### src/pia_pkg.sv
// Constants shared by the priority interrupt acceptance stage
package pia_pkg;
  // Channel organisation: areas of eight, groups of four
  localparam int NUM_CHAN   = 128;
  localparam int NUM_GROUP  = NUM_CHAN / 4;
  localparam int NUM_AREA   = NUM_CHAN / 8;
  localparam int GROUP_SIZE = 4;
  localparam int AREA_SIZE  = 8;
  // Field widths of the response address
  localparam int CHAN_W     = 7;
  localparam int GROUP_W    = 5;
  localparam int ADDR_W     = 8;
  // First inhibitable channel, response address 300 octal
  localparam int INHIB_BASE = 64;
  // Response address of channel 0 (200 octal)
  localparam logic [ADDR_W-1:0] RESP_BASE = 8'h80;
  // Bit positions inside the response address
  localparam int ADDR_LO_POS  = 0;
  localparam int ADDR_GRP_POS = 2;
  // Reset values
  localparam logic [NUM_CHAN-1:0] REQ_IDLE    = {NUM_CHAN{1'b1}};
  localparam logic [NUM_CHAN-1:0] CHAN_CLEAR  = {NUM_CHAN{1'b0}};
  localparam logic                PERMIT_INIT = 1'b1;
  localparam logic                WAIT_INIT   = 1'b0;
endpackage : pia_pkg

### src/pia_acceptance.sv
// Acceptance stage and priority encoder of the program interrupt unit
`timescale 1ns/1ns
module pia_acceptance (
  input  wire logic                          clock,
  input  wire logic                          reset,
  input  wire logic [pia_pkg::NUM_CHAN-1:0]  request_n,
  input  wire logic [pia_pkg::NUM_GROUP-1:0] mask,
  input  wire logic                          inhibit_interrupts_instr,
  input  wire logic                          permit_interrupts_instr,
  input  wire logic                          program_load,
  input  wire logic                          respond_hold,
  input  wire logic                          service_done,
  input  wire logic                          first_sequence_count,
  output logic                               no_request_present,
  output logic                               accept_transfer_gate,
  output logic                               auto_program_interrupt,
  output logic [pia_pkg::ADDR_W-1:0]         response_address,
  output logic [pia_pkg::NUM_AREA-1:0]       lower_half_any_set,
  output logic [pia_pkg::NUM_AREA-1:0]       upper_half_any_set,
  output logic                               permit_state
);
  import pia_pkg::*;

  // Request synchronisers, three stages per input
  logic [NUM_CHAN-1:0]  sync1;
  logic [NUM_CHAN-1:0]  sync2;
  logic [NUM_CHAN-1:0]  sync3;
  logic [NUM_CHAN-1:0]  req_level;
  logic [NUM_CHAN-1:0]  fall;
  // Edge latches and priority flops
  logic [NUM_CHAN-1:0]  edge_latch_flops;
  logic [NUM_CHAN-1:0]  next_edge_latch;
  logic [NUM_CHAN-1:0]  priority_flops;
  logic [NUM_CHAN-1:0]  next_priority;
  logic [NUM_CHAN-1:0]  chan_enable;
  logic [NUM_CHAN-1:0]  chan_win;
  logic [NUM_CHAN-1:0]  serviced;
  // Group level encoder signals
  logic [NUM_GROUP-1:0] group_any_set;
  logic [NUM_GROUP-1:0] group_addr_bit0_gate;
  logic [NUM_GROUP-1:0] group_addr_bit1_gate;
  logic [NUM_GROUP:0]   group_blocked;
  logic [NUM_GROUP-1:0] group_win;
  logic [GROUP_W-1:0]   grp_sel;
  logic [1:0]           pos_sel;
  // Run-time state
  logic                 permit;
  logic                 instr_wait;
  logic                 no_request_present_drv;

  // Three-stage sampling of the asynchronous request pins
  always_ff @(posedge clock) begin
    if (reset) begin
      sync1 <= REQ_IDLE;
      sync2 <= REQ_IDLE;
      sync3 <= REQ_IDLE;
    end else begin
      sync1 <= request_n;
      sync2 <= sync1;
      sync3 <= sync2;
    end
  end

  // A level counts only once stages two and three agree
  always_ff @(posedge clock) begin
    if (reset) begin
      req_level <= REQ_IDLE;
    end else begin
      req_level <= (sync2 & sync3) | (req_level & (sync2 ^ sync3));
    end
  end

  // High to low transition of the filtered level
  assign fall = req_level & ~sync2 & ~sync3;

  // Permit flop: inhibit wins if both arrive together
  always_ff @(posedge clock) begin
    if (reset) begin
      permit <= PERMIT_INIT;
    end else if (inhibit_interrupts_instr) begin
      permit <= 1'b0;
    end else if (permit_interrupts_instr) begin
      permit <= 1'b1;
    end
  end

  // Per-channel enable from mask group and inhibit state
  genvar ci;
  generate
    for (ci = 0; ci < NUM_CHAN; ci++) begin : g_enable
      assign chan_enable[ci] = ~mask[ci / GROUP_SIZE]
                             & ((ci < INHIB_BASE) | permit);
    end
  endgenerate

  // Gate is open only while nothing is accepted and no load runs
  assign no_request_present_drv = ~|priority_flops;
  assign accept_transfer_gate   = no_request_present_drv & ~program_load;
  assign serviced               = chan_win & {NUM_CHAN{service_done}};

  // Latches: a new fall wins over the service clear of the same cycle
  assign next_edge_latch = (edge_latch_flops & ~serviced) | fall;

  always_ff @(posedge clock) begin
    if (reset) begin
      edge_latch_flops <= CHAN_CLEAR;
    end else begin
      edge_latch_flops <= next_edge_latch;
    end
  end

  // Priority loading; inhibitable flops are kept reset while not permitted
  assign next_priority = service_done         ? CHAN_CLEAR :
                         accept_transfer_gate ? (edge_latch_flops & chan_enable) :
                         (priority_flops & chan_enable);

  always_ff @(posedge clock) begin
    if (reset) begin
      priority_flops <= CHAN_CLEAR;
    end else begin
      priority_flops <= next_priority;
    end
  end

  // Group of four: any-set, suppression and in-group address bits
  genvar gi;
  generate
    for (gi = 0; gi < NUM_GROUP; gi++) begin : g_group
      logic [3:0] gp;
      logic [3:0] gw;
      assign gp = priority_flops[gi*GROUP_SIZE +: GROUP_SIZE];
      assign group_any_set[gi] = |gp;
      // Each set position suppresses the higher ones; the last suppresses none
      assign gw[0] = gp[0];
      assign gw[1] = gp[1] & ~gp[0];
      assign gw[2] = gp[2] & ~|gp[1:0];
      assign gw[3] = gp[3] & ~|gp[2:0];
      // Gates read the suppressed positions, so a set 3 cannot spoil a set 0 or 1
      assign group_addr_bit0_gate[gi] = gw[1] | gw[3];
      assign group_addr_bit1_gate[gi] = gw[3] | (gw[2] & ~gw[1] & ~gw[0]);
      assign chan_win[gi*GROUP_SIZE +: GROUP_SIZE] = {4{group_win[gi]}} & gw;
      // A masked group is empty one edge later, whatever the inhibit state
      a_mask_group: assert property (@(posedge clock) disable iff (reset)
        mask[gi] |=> (gp == 4'h0))
        else $error("priority flop set in masked group");
      // In-group bits name the lowest set position
      a_pos_bits: assert property (@(posedge clock) disable iff (reset)
        (|gp) |-> ({group_addr_bit1_gate[gi], group_addr_bit0_gate[gi]}
                   == (gp[0] ? 2'h0 : gp[1] ? 2'h1 : gp[2] ? 2'h2 : 2'h3)))
        else $error("in-group address bits wrong");
    end
  endgenerate

  // Areas of eight: lower half inhibits upper half
  genvar ai;
  generate
    for (ai = 0; ai < NUM_AREA; ai++) begin : g_area
      assign lower_half_any_set[ai] = group_any_set[2*ai];
      assign upper_half_any_set[ai] = group_any_set[2*ai+1]
                                    & ~group_any_set[2*ai];
      // The two halves together report exactly the area's priority flops
      a_area_halves: assert property (@(posedge clock) disable iff (reset)
        (|priority_flops[ai*AREA_SIZE +: AREA_SIZE])
          == (lower_half_any_set[ai] | upper_half_any_set[ai]))
        else $error("area any-set mismatch");
    end
  endgenerate

  // Any-set chain across groups; earlier groups inhibit later ones
  assign group_blocked[0] = 1'b0;
  genvar ki;
  generate
    for (ki = 0; ki < NUM_GROUP; ki++) begin : g_chain
      assign group_blocked[ki+1] = group_blocked[ki] | group_any_set[ki];
      assign group_win[ki]       = group_any_set[ki] & ~group_blocked[ki];
    end
  endgenerate

  // Final stage: one-hot group winner to upper address bits
  always_comb begin
    grp_sel = '0;
    pos_sel = 2'h0;
    for (int k = 0; k < NUM_GROUP; k++) begin
      if (group_win[k]) begin
        grp_sel = grp_sel | GROUP_W'(k);
        pos_sel = pos_sel | {group_addr_bit1_gate[k], group_addr_bit0_gate[k]};
      end
    end
  end

  // Combinational so the address is valid in the loading cycle
  assign response_address = RESP_BASE
                          | {1'b0, grp_sel, pos_sel};

  // After each service, wait for one program instruction to start
  always_ff @(posedge clock) begin
    if (reset) begin
      instr_wait <= WAIT_INIT;
    end else if (service_done) begin
      instr_wait <= 1'b1;
    end else if (first_sequence_count) begin
      instr_wait <= 1'b0;
    end
  end

  // Request to the sequencer; it may hold the response as long as it wants
  assign auto_program_interrupt = ~no_request_present_drv
                                & ~respond_hold
                                & ~instr_wait;
  assign no_request_present     = no_request_present_drv;
  assign permit_state           = permit;

  // Reference model of the winner, used only by the checks below
  logic [ADDR_W-1:0] ref_address;
  always_comb begin
    ref_address = RESP_BASE;
    for (int n = NUM_CHAN - 1; n >= 0; n--) begin
      if (priority_flops[n]) begin
        ref_address = RESP_BASE | ADDR_W'(n);
      end
    end
  end

  // No new priority flop may set while one is in service
  a_busy_no_load: assert property (@(posedge clock) disable iff (reset)
    (!no_request_present && !service_done) |=>
      ((priority_flops & ~$past(priority_flops)) == CHAN_CLEAR))
    else $error("priority flop set during service");

  // A program load freezes acceptance
  a_load_suspend: assert property (@(posedge clock) disable iff (reset)
    (program_load && no_request_present) |=> (priority_flops == CHAN_CLEAR))
    else $error("transfer during program load");

  // Held response never reaches the sequencer
  a_hold_response: assert property (@(posedge clock) disable iff (reset)
    respond_hold |-> !auto_program_interrupt)
    else $error("response not held");

  // All enabled latches transfer together
  a_transfer_all: assert property (@(posedge clock) disable iff (reset)
    (accept_transfer_gate && !service_done) |=>
      (priority_flops == $past(edge_latch_flops & chan_enable)))
    else $error("latched requests not all transferred");

  // A transfer that finds a request closes the gate at once
  a_start_cycle: assert property (@(posedge clock) disable iff (reset)
    (accept_transfer_gate && !service_done && |(edge_latch_flops & chan_enable)) |=>
      (!no_request_present && !accept_transfer_gate))
    else $error("gate left open after acceptance");

  // Idle gate keeps copying while nothing is set
  a_idle_copy: assert property (@(posedge clock) disable iff (reset)
    (no_request_present && !program_load) |-> accept_transfer_gate)
    else $error("idle gate closed");

  // A latch is only ever cleared by service of its own channel
  a_latch_hold: assert property (@(posedge clock) disable iff (reset)
    1'b1 |=> (($past(edge_latch_flops) & ~edge_latch_flops
               & ~$past(serviced)) == CHAN_CLEAR))
    else $error("latch cleared without service");

  // A detected fall always lands in its latch
  a_fall_sets: assert property (@(posedge clock) disable iff (reset)
    (|fall) |=> ((edge_latch_flops & $past(fall)) == $past(fall)))
    else $error("fall not latched");

  // End of cycle empties the priority flops
  a_end_clear: assert property (@(posedge clock) disable iff (reset)
    service_done |=> (priority_flops == CHAN_CLEAR))
    else $error("priority not cleared at cycle end");

  // No request until a program instruction has started
  a_one_instr: assert property (@(posedge clock) disable iff (reset)
    service_done ##1 !first_sequence_count |-> !auto_program_interrupt)
    else $error("back to back service");

  // The lowest set channel gives the address
  a_lowest_wins: assert property (@(posedge clock) disable iff (reset)
    (|priority_flops) |-> (response_address == ref_address))
    else $error("wrong winning address");

  // Exactly one winner while anything is set
  a_single_win: assert property (@(posedge clock) disable iff (reset)
    (|priority_flops) |-> $onehot(chan_win))
    else $error("winner not unique");

  // Upper half never claims while lower half is set
  a_upper_half: assert property (@(posedge clock) disable iff (reset)
    (|(upper_half_any_set & lower_half_any_set)) == 1'b0)
    else $error("upper half set with lower half");

  // Inhibited state keeps inhibitable flops reset
  a_inhibit_hold: assert property (@(posedge clock) disable iff (reset)
    (!permit && $past(!permit)) |->
      (priority_flops[NUM_CHAN-1:INHIB_BASE] == '0))
    else $error("inhibitable flop set while inhibited");

  // Exactly one group wins while anything is set
  a_group_unique: assert property (@(posedge clock) disable iff (reset)
    (|priority_flops) |-> $onehot(group_win))
    else $error("group winner not unique");

  // The winner's latch is gone after its service unless it fell again
  a_winner_clear: assert property (@(posedge clock) disable iff (reset)
    service_done |=> ((edge_latch_flops & $past(chan_win) & ~$past(fall)) == CHAN_CLEAR))
    else $error("serviced latch still set");

  // The cycle after a service the wait flag stands and no request goes out
  a_gap_wait: assert property (@(posedge clock) disable iff (reset)
    $past(service_done) |-> (instr_wait && !auto_program_interrupt))
    else $error("request before program instruction");

  // Inhibit always lands, even when permit arrives in the same cycle
  a_inhibit_wins: assert property (@(posedge clock) disable iff (reset)
    inhibit_interrupts_instr |=> !permit_state)
    else $error("inhibit lost to permit");

  // Reset leaves the block idle with acceptance permitted
  a_reset_idle: assert property (@(posedge clock)
    reset |=> (no_request_present && !auto_program_interrupt
               && (response_address == RESP_BASE) && permit_state))
    else $error("block not idle after reset");

endmodule : pia_acceptance

### config.mk
export PLATFORM = sky130hd
export DESIGN_NAME = pia_acceptance
export DESIGN_NICKNAME = d
export VERILOG_FILES = /design/src/pia_pkg.sv /design/src/pia_acceptance.sv
export SDC_FILE = /design/constraint.sdc
export NUM_CORES = 1
export LEC_CHECK = 0
export BUFFER_PORTS_ARGS = -buffer_cell sky130_fd_sc_hd__buf_2
export CAP_MARGIN = 25
export CORE_MARGIN = 2
export CORE_UTILIZATION = 59
export DETAILED_ROUTE_END_ITERATION = 12
export PLACE_DENSITY_LB_ADDON = 0.05
export SLEW_MARGIN = 20
export SYNTH_ARGS = -nofsm -noshare
export SYNTH_HDL_FRONTEND = slang
export SYNTH_SLANG_ARGS = --single-unit
### constraint.sdc
create_clock -name clock -period 3.8 [get_ports clock]
set_input_delay 0.76 -clock clock [delete_from_list [all_inputs] [get_ports clock]]
set_output_delay 0.76 -clock clock [all_outputs]
set_load 0.03 [all_outputs]
==> results of run 1 <==
[worst register-to-register path: stages (launching register included)]
cell and delay [ns]:
dfxtp_1 0.35, or4_4 0.58, nor3_4 0.21, nand3_1 0.18, nand4b_1 0.27, buf_4 0.19, nor4_4 0.11, buf_4 0.18
buf_12 0.42, a21oi_1 0.31, nor3_1 0.20
[repair_timing]
item	CTS	global route
cloned	0	0
endpoints found under the setup margin	10	10
hold endpoints to repair	0	0
buffers inserted	20	4
pin swaps	21	10
resized for setup	62	31
[state kept, by name, indices dropped and copies added (netlist names)]
signal,count
permit_state,1
sync3,128
sync2,128
priority_flops,128
sync1,128
instr_wait,1
req_level,128
edge_latch_flops,128
[per-stage QoR]
step	instances	total power [mW]	util (%)	hold WS [ns]
6_report	3627	16.36	70.71	0.3184
3_3_place_gp	3468	9.245	64.11	0.3910
4_1_cts	3622	16.51	70.34	0.2888
3_5_place_dp	3468	9.289	64.11	0.3923
5_1_grt	3626	16.95	70.71	0.2941
2_1_floorplan	2704	9.015	-	0.3895
[kinds of logic after synthesis]
group / count (synthesis) / synth area share (%)
and+or+nand+nor: 1122 / 22.39
DFF: 770 / 56.53
AOI/OAI and AO/OA: 537 / 13.03
buffers and inverters: 146 / 2.166
adders and majority gates: 128 / 5.873
other: 1 / 0.01375
[per-layer routing]
metal | vias up | routed length, um | GRT usage [%]
met2 | 568 | 29140 | 42.83
li1 | 9980 | - | -
met3 | 136 | 4180 | 5.489
met1 | 9624 | 26970 | 33.23
met4 | 2 | 2139 | 10.20
met5 | - | 13 | 0
[report_power, final]
group	switching, mW	total, mW	internal [mW]	leakage [nW]
clock network	3.06	7.23	4.17	1.20
logic	0.389	0.716	0.327	4.95
registers	0.112	8.42	8.30	6.31
total	3.56	16.4	12.8	12.5
[cells in the mapped netlist (5+ instances only)]
library cell,count
dfxtp_1,770
or2_2,385
nor2_1,278
a21oi_1,206
a211o_1,128
ha_1,128
nand2_1,124
nor3_1,92
clkbuf_1,88
o21ai_0,72
nand3_1,45
a22oi_1,42
inv_1,36
nand4_1,27
nor3b_1,24
nor4_1,21
or3_1,20
nand2b_1,19
a31o_2,18
nor4_2,16
nand3b_1,13
nor2b_1,12
o211ai_1,11
o31ai_1,11
or4_1,11
buf_2,10
buf_4,8
nand4b_1,7
nor4b_1,5
[final cells by class]
type                       instances  area, um^2  area share, %
antenna                            1       2.502       0.007781
clock buffer                     106        2186          6.797
clock inverter                    28       239.0         0.7431
inverter                          40       150.1         0.4669
multi-input combinational       1788       11610          36.10
sequential                       770       15430          47.98
tap                              600       750.7          2.334
timing repair buffer             294        1793          5.575
[worst max path at each step]
stage	endpoint	slack [ns]
2_1_floorplan	auto_program_interrupt	0.12
3_3_place_gp	response_address[1]	0.31
3_5_place_dp	response_address[3]	0.08
4_1_cts	response_address[1]	-0.08
5_1_grt	response_address[0]	-0.19
6_report	response_address[2]	-0.11
==> flow_summary_export.csv, run 1 <==
group,metric,value,unit
yosys,syn_area,0.02727,mm^2
hold_path,min_from,"request_n[125]",
placed_design,detailedPlace.worstSlack,0.08336,ns
timing,post-route-min-period,3.910,ns
timing,relSlewSlack,50.85,%
yosys,netlist_top_cells_area,"dfxtp_1 57%, or2_2 8.8%, ha_1 5.9%, a211o_1 4.1%, nor2_1 3.8%",
drt,dr.pass1.iters,6,
timing,worst_slew_pin_slew,0.7373,ns
clock_network,worstSkewPairLatency,0.62,ns
setup_path,r2r_slack,0.71,ns
grt,grt_pass1_vias,19600,
setup_path,path_max_fanout,5,
setup_path,path_class,"flop to primary output",
job,drv_cap,0,
grt,grt_usage,25.92,%
yosys,yosysWarnings,0,
grt,grt_pass1_wl,98900,um
placed_design,gp_congestion,0.8962,
timing,hold_violations,0,
setup_path,cp_top_family,"simple AND/OR/NAND/NOR gates",
setup_path,reg2regPathDepth,10,
clock_network,hold_buffers,0,
hold_path,whs_path_depth,2,
timing,fin_crit_sh,102.9,%
drt,finalWirelength,62450,um
yosys,synth_seq_area_share,56.53,%
run_status,status,"finished, violations left",
drt,first_iter_violations,1193,
yosys,synth_cells,2704,
grt,overflow,0,
setup_path,cp.required,3.04,ns
drt,vias_per_cell,5.600,
placed_design,dp_hpwl,43650,um
timing,tns,-0.4309,ns
setup_path,crit_buf_inv,1,
floorplan,die_w,219.0,um
floorplan,die-area,0.04795,mm^2
clock_network,cts_tree,"yes",
yosys,ys_seq_elements,770,
floorplan,coreArea,0.04548,mm^2
yosys,yosysUniqueCellTypes,66,
grt,grt_max_degree,142,
clock_network,cts-root-buf,"clkbuf_16",
setup_path,endpoint_kind,"primary output",
finish,fillerInstances,3464,
drt,routed-via-count,20310,
floorplan,start_util,59.96,%
drt,antenna_left,0,
floorplan,rows,78,
clock_network,cts_made_buffers,75,
hold_path,worstHoldEndpoint,"sync1[125]$_SDFF_PP1_",
finish,final_nets,3265,
setup_path,arrival,3.15,ns
timing,skew,0.02362,ns
setup_path,cp.depth,7,
placed_design,io_buffers,210,
finish,drive_gt1_share,29.87,%
floorplan,ios,212,
setup_path,r2r_start,"priority_flops[45]$_SDFF_PP0_",
clock_network,cts.sinks,770,
yosys,yosys.area.top_type,"dfxtp_1",
setup_path,crit_chain,"or4_1 > and2_1 > o2111ai_1 > o31ai_2 > a2111oi_2 > nand3_1 > buf_6",
power,power_per_cell_area,508.8,mW/mm^2
drt,drc_errors,0,
finish,mostFrequentLayoutCells,"760 x dfxtp_1, 384 x or2_2, 272 x nor2_1",
setup_path,cpPeakStageDelay,0.59,ns
yosys,synth_ff_type,"dfxtp_1",
clock_network,path_clk_slew,0.06,ns
yosys,synth-edff-count,0,
finish,syn2layout_area_growth,17.94,%
grt,antenna_found_initial,2,
clock_network,htreeDepth,3,
drt,wl_per_cell,17.22,um
yosys,syn_area_per_cell,10.08,um^2
timing,setup_violations,6,
setup_path,crit_start,"priority_flops[53]$_SDFF_PP0_",
timing,rsz0062_at_grt,"true",
clock_network,clockBufferDepth,3,
placed_design,placed_area,0.02915,mm^2
setup_path,r2r-end,"priority_flops[119]$_SDFF_PP0_",
yosys,syn_nets,3000,
timing,fmax,255.8,MHz
timing,slew_violations,0,
power,leakage,12.46,nW
timing,worst_slack,-0.1100,ns
power,ir_worst_vdd,403.6,uV
yosys,async_reset_ff_share,0,%
setup_path,cpMaxStageDelayCell,"or4_1",
run_status,violations,"setup timing",
finish,stdcell_area,0.03216,mm^2
yosys,synth_top_area_share,56.53,%
floorplan,die_height,219.0,um
setup_path,crit_path_start_kind,"flop",
hold_path,hp-class,"primary input to flop",
finish,layout_commonest_cell,"dfxtp_1",
Power figures use the tool's default switching activity.
==> run 2: changes to the inputs <==
PLACE_DENSITY = 0.79   (was default)
PLACE_DENSITY_LB_ADDON = default   (was 0.05)
==> run 2 against run 1 <==
Net effect:
- critical path type unchanged
- the run still ends with setup timing left
- total power is 2.4% higher
- sequential power hardly changed
- clock skew hardly changed
- final area is 0.40% higher
- wire length is 3.0% higher
- largest cell class unchanged
- die area stayed put
- worst setup slack worse by 0.040 ns
- via count is 1.4% higher
- critical path depth is 3 higher
- maximum frequency is 1.0% lower
==> flow_summary_export.csv, run 2 (synthesis gave the netlist of run 1 again) <==
group,metric,value,unit
run_status,status,"finished, violations left",
run_status,violations,"setup timing",
grt,grt_pass1_vias,20550,
clock_network,cts_made_buffers,77,
floorplan,ios,212,
grt,use_met1,32.64,%
clock_network,worstSkewPairLatency,0.62,ns
timing,holdWs,0.3236,ns
setup_path,path_common_cell,"buf_6",
power,ir_worst_vdd,448.1,uV
setup_path,r2r_slack,0.48,ns
finish,stdcell_area,0.03229,mm^2
grt,grt_max_degree,151,
timing,skew,0.02389,ns
timing,post-route-min-period,3.950,ns
setup_path,crit_buf_inv,3,
timing,hold_violations,0,
grt,grt_pass1_wl,103100,um
power,clkPwrFrac,45.4,%
drt,drc_errors,0,
clock_network,cts.sinks,770,
timing,fin_crit_sh,103.9,%
timing,fmax,253.2,MHz
setup_path,endpoint_kind,"primary output",
drt,first_iter_violations,1489,
drt,finalWirelength,64300,um
drt,antenna_left,0,
clock_network,htreeDepth,3,
floorplan,coreArea,0.04548,mm^2
timing,worst_slew_pin_slew,0.8379,ns
timing,relSlewSlack,44.14,%
power,switching_share,21.56,%
setup_path,arrival,3.19,ns
floorplan,die-area,0.04795,mm^2
job,drv_cap,0,
setup_path,crit_path_start_kind,"flop",
power,pwr-share-seq,50.2,%
placed_design,placed_area,0.02913,mm^2
grt,overflow,0,
setup_path,cp_top_family,"simple AND/OR/NAND/NOR gates",
floorplan,start_util,59.96,%
placed_design,dp_hpwl,44140,um
timing,worst_slack,-0.1498,ns
clock_network,cts-root-buf,"clkbuf_16",
setup_path,crit_chain,"or4_4 > nor4_4 > nand4_4 > buf_6 > nor4_2 > buf_4 > a311o_1 > a221oi_2 > nand3_2 > buf_6",
timing,slew_violations,0,
drt,dr.pass1.iters,5,
finish,layout_commonest_cell,"dfxtp_1",
finish,mostFrequentLayoutCells,"764 x dfxtp_1, 384 x or2_2, 275 x nor2_1",
grt,grt_use_met2,47.39,%
power,leakage,12.52,nW
finish,utilization,71.00,%
clock_network,clockBufferDepth,3,
floorplan,rows,78,
power,internal_power,13.14,mW
power,p_switching,3.612,mW
drt,routed-via-count,20590,
setup_path,cp.required,3.04,ns
clock_network,path_clk_slew,0.06,ns
grt,antenna_found_initial,2,
finish,syn2layout_area_growth,18.41,%
grt,busiest_layer,"met2",
floorplan,die_height,219.0,um
setup_path,path_max_fanout,6,
placed_design,detailedPlace.worstSlack,0.1823,ns
setup_path,path_class,"flop to primary output",
grt,grt_usage,26.83,%
placed_design,io_buffers,210,
finish,drive_gt1_share,29.47,%
setup_path,cpMaxStageDelayCell,"or4_4",
drt,vias_per_cell,5.676,
hold_path,hp-class,"primary input to flop",
timing,rsz0062_at_grt,"true",
finish,final_nets,3262,
timing,setup_violations,7,
floorplan,die_w,219.0,um
drt,wl_per_cell,17.72,um
placed_design,gp_congestion,0.8991,
setup_path,cpPeakStageDelay,0.57,ns
clock_network,cts_tree,"yes",
clock_network,hold_buffers,0,
power,power_per_cell_area,519.0,mW/mm^2
power,combPwrFrac,4.3,%
grt,grt_use_met3,4.962,%
run 2: routing by layer:
layer  wire, um  vias up
li1           -     9984
met1      27160     9908
met2      31790      567
met3       3393      135
met4       1951        0
met5          0        -
run 2: final cells by class:
type	count	area (um^2)
Clock buffer	116	2286
Inverter	40	150.1
Clock inverter	24	279.0
Tap cell	600	750.7
Multi-Input combinational cell	1788	11640
Antenna cell	1	2.502
Sequential cell	770	15430
Fill cell	3336	13190
Timing Repair Buffer	289	1749
run 2: worst paths after layout:
kind / from / endpoint / cells past startpoint
hold / removal: request_n[112] / sync1[112]$_SDFF_PP1_ / 2
hold reg to reg: sync1[120]$_SDFF_PP1_ / sync2[120]$_SDFF_PP1_ / 1
setup reg to reg: priority_flops[121]$_SDFF_PP0_ / priority_flops[71]$_SDFF_PP0_ / 10
setup / recovery: priority_flops[22]$_SDFF_PP0_ / response_address[3] / 10
run 2: per-stage QoR:
step | TNS (ns) | cells | total power, mW
after floorplan | 0 | 2704 | 9.015
after global placement | 0 | 3467 | 9.237
after detailed placement | 0 | 3467 | 9.291
after CTS | -0.3342 | 3617 | 16.86
after global routing | -1.403 | 3628 | 17.31
final | -0.6766 | 3628 | 16.76
run 2: power groups by stage:
stage	Combinational (mW)	Clock, mW	Sequential (mW)
after CTS	0.726	7.72	8.42
after global placement	0.656	0	8.58
after detailed placement	0.697	0	8.59
final	0.726	7.61	8.42
after floorplan	0.458	0	8.56
after global routing	0.808	8.06	8.44
run 2: what timing repair did:
item                                   4_1_cts  5_1_grt
pin swaps                                   15       15
setup buffers                               10       10
setup endpoints to repair                   10       10
endpoints found under the hold margin        0        0
gates resized for setup                     66       27
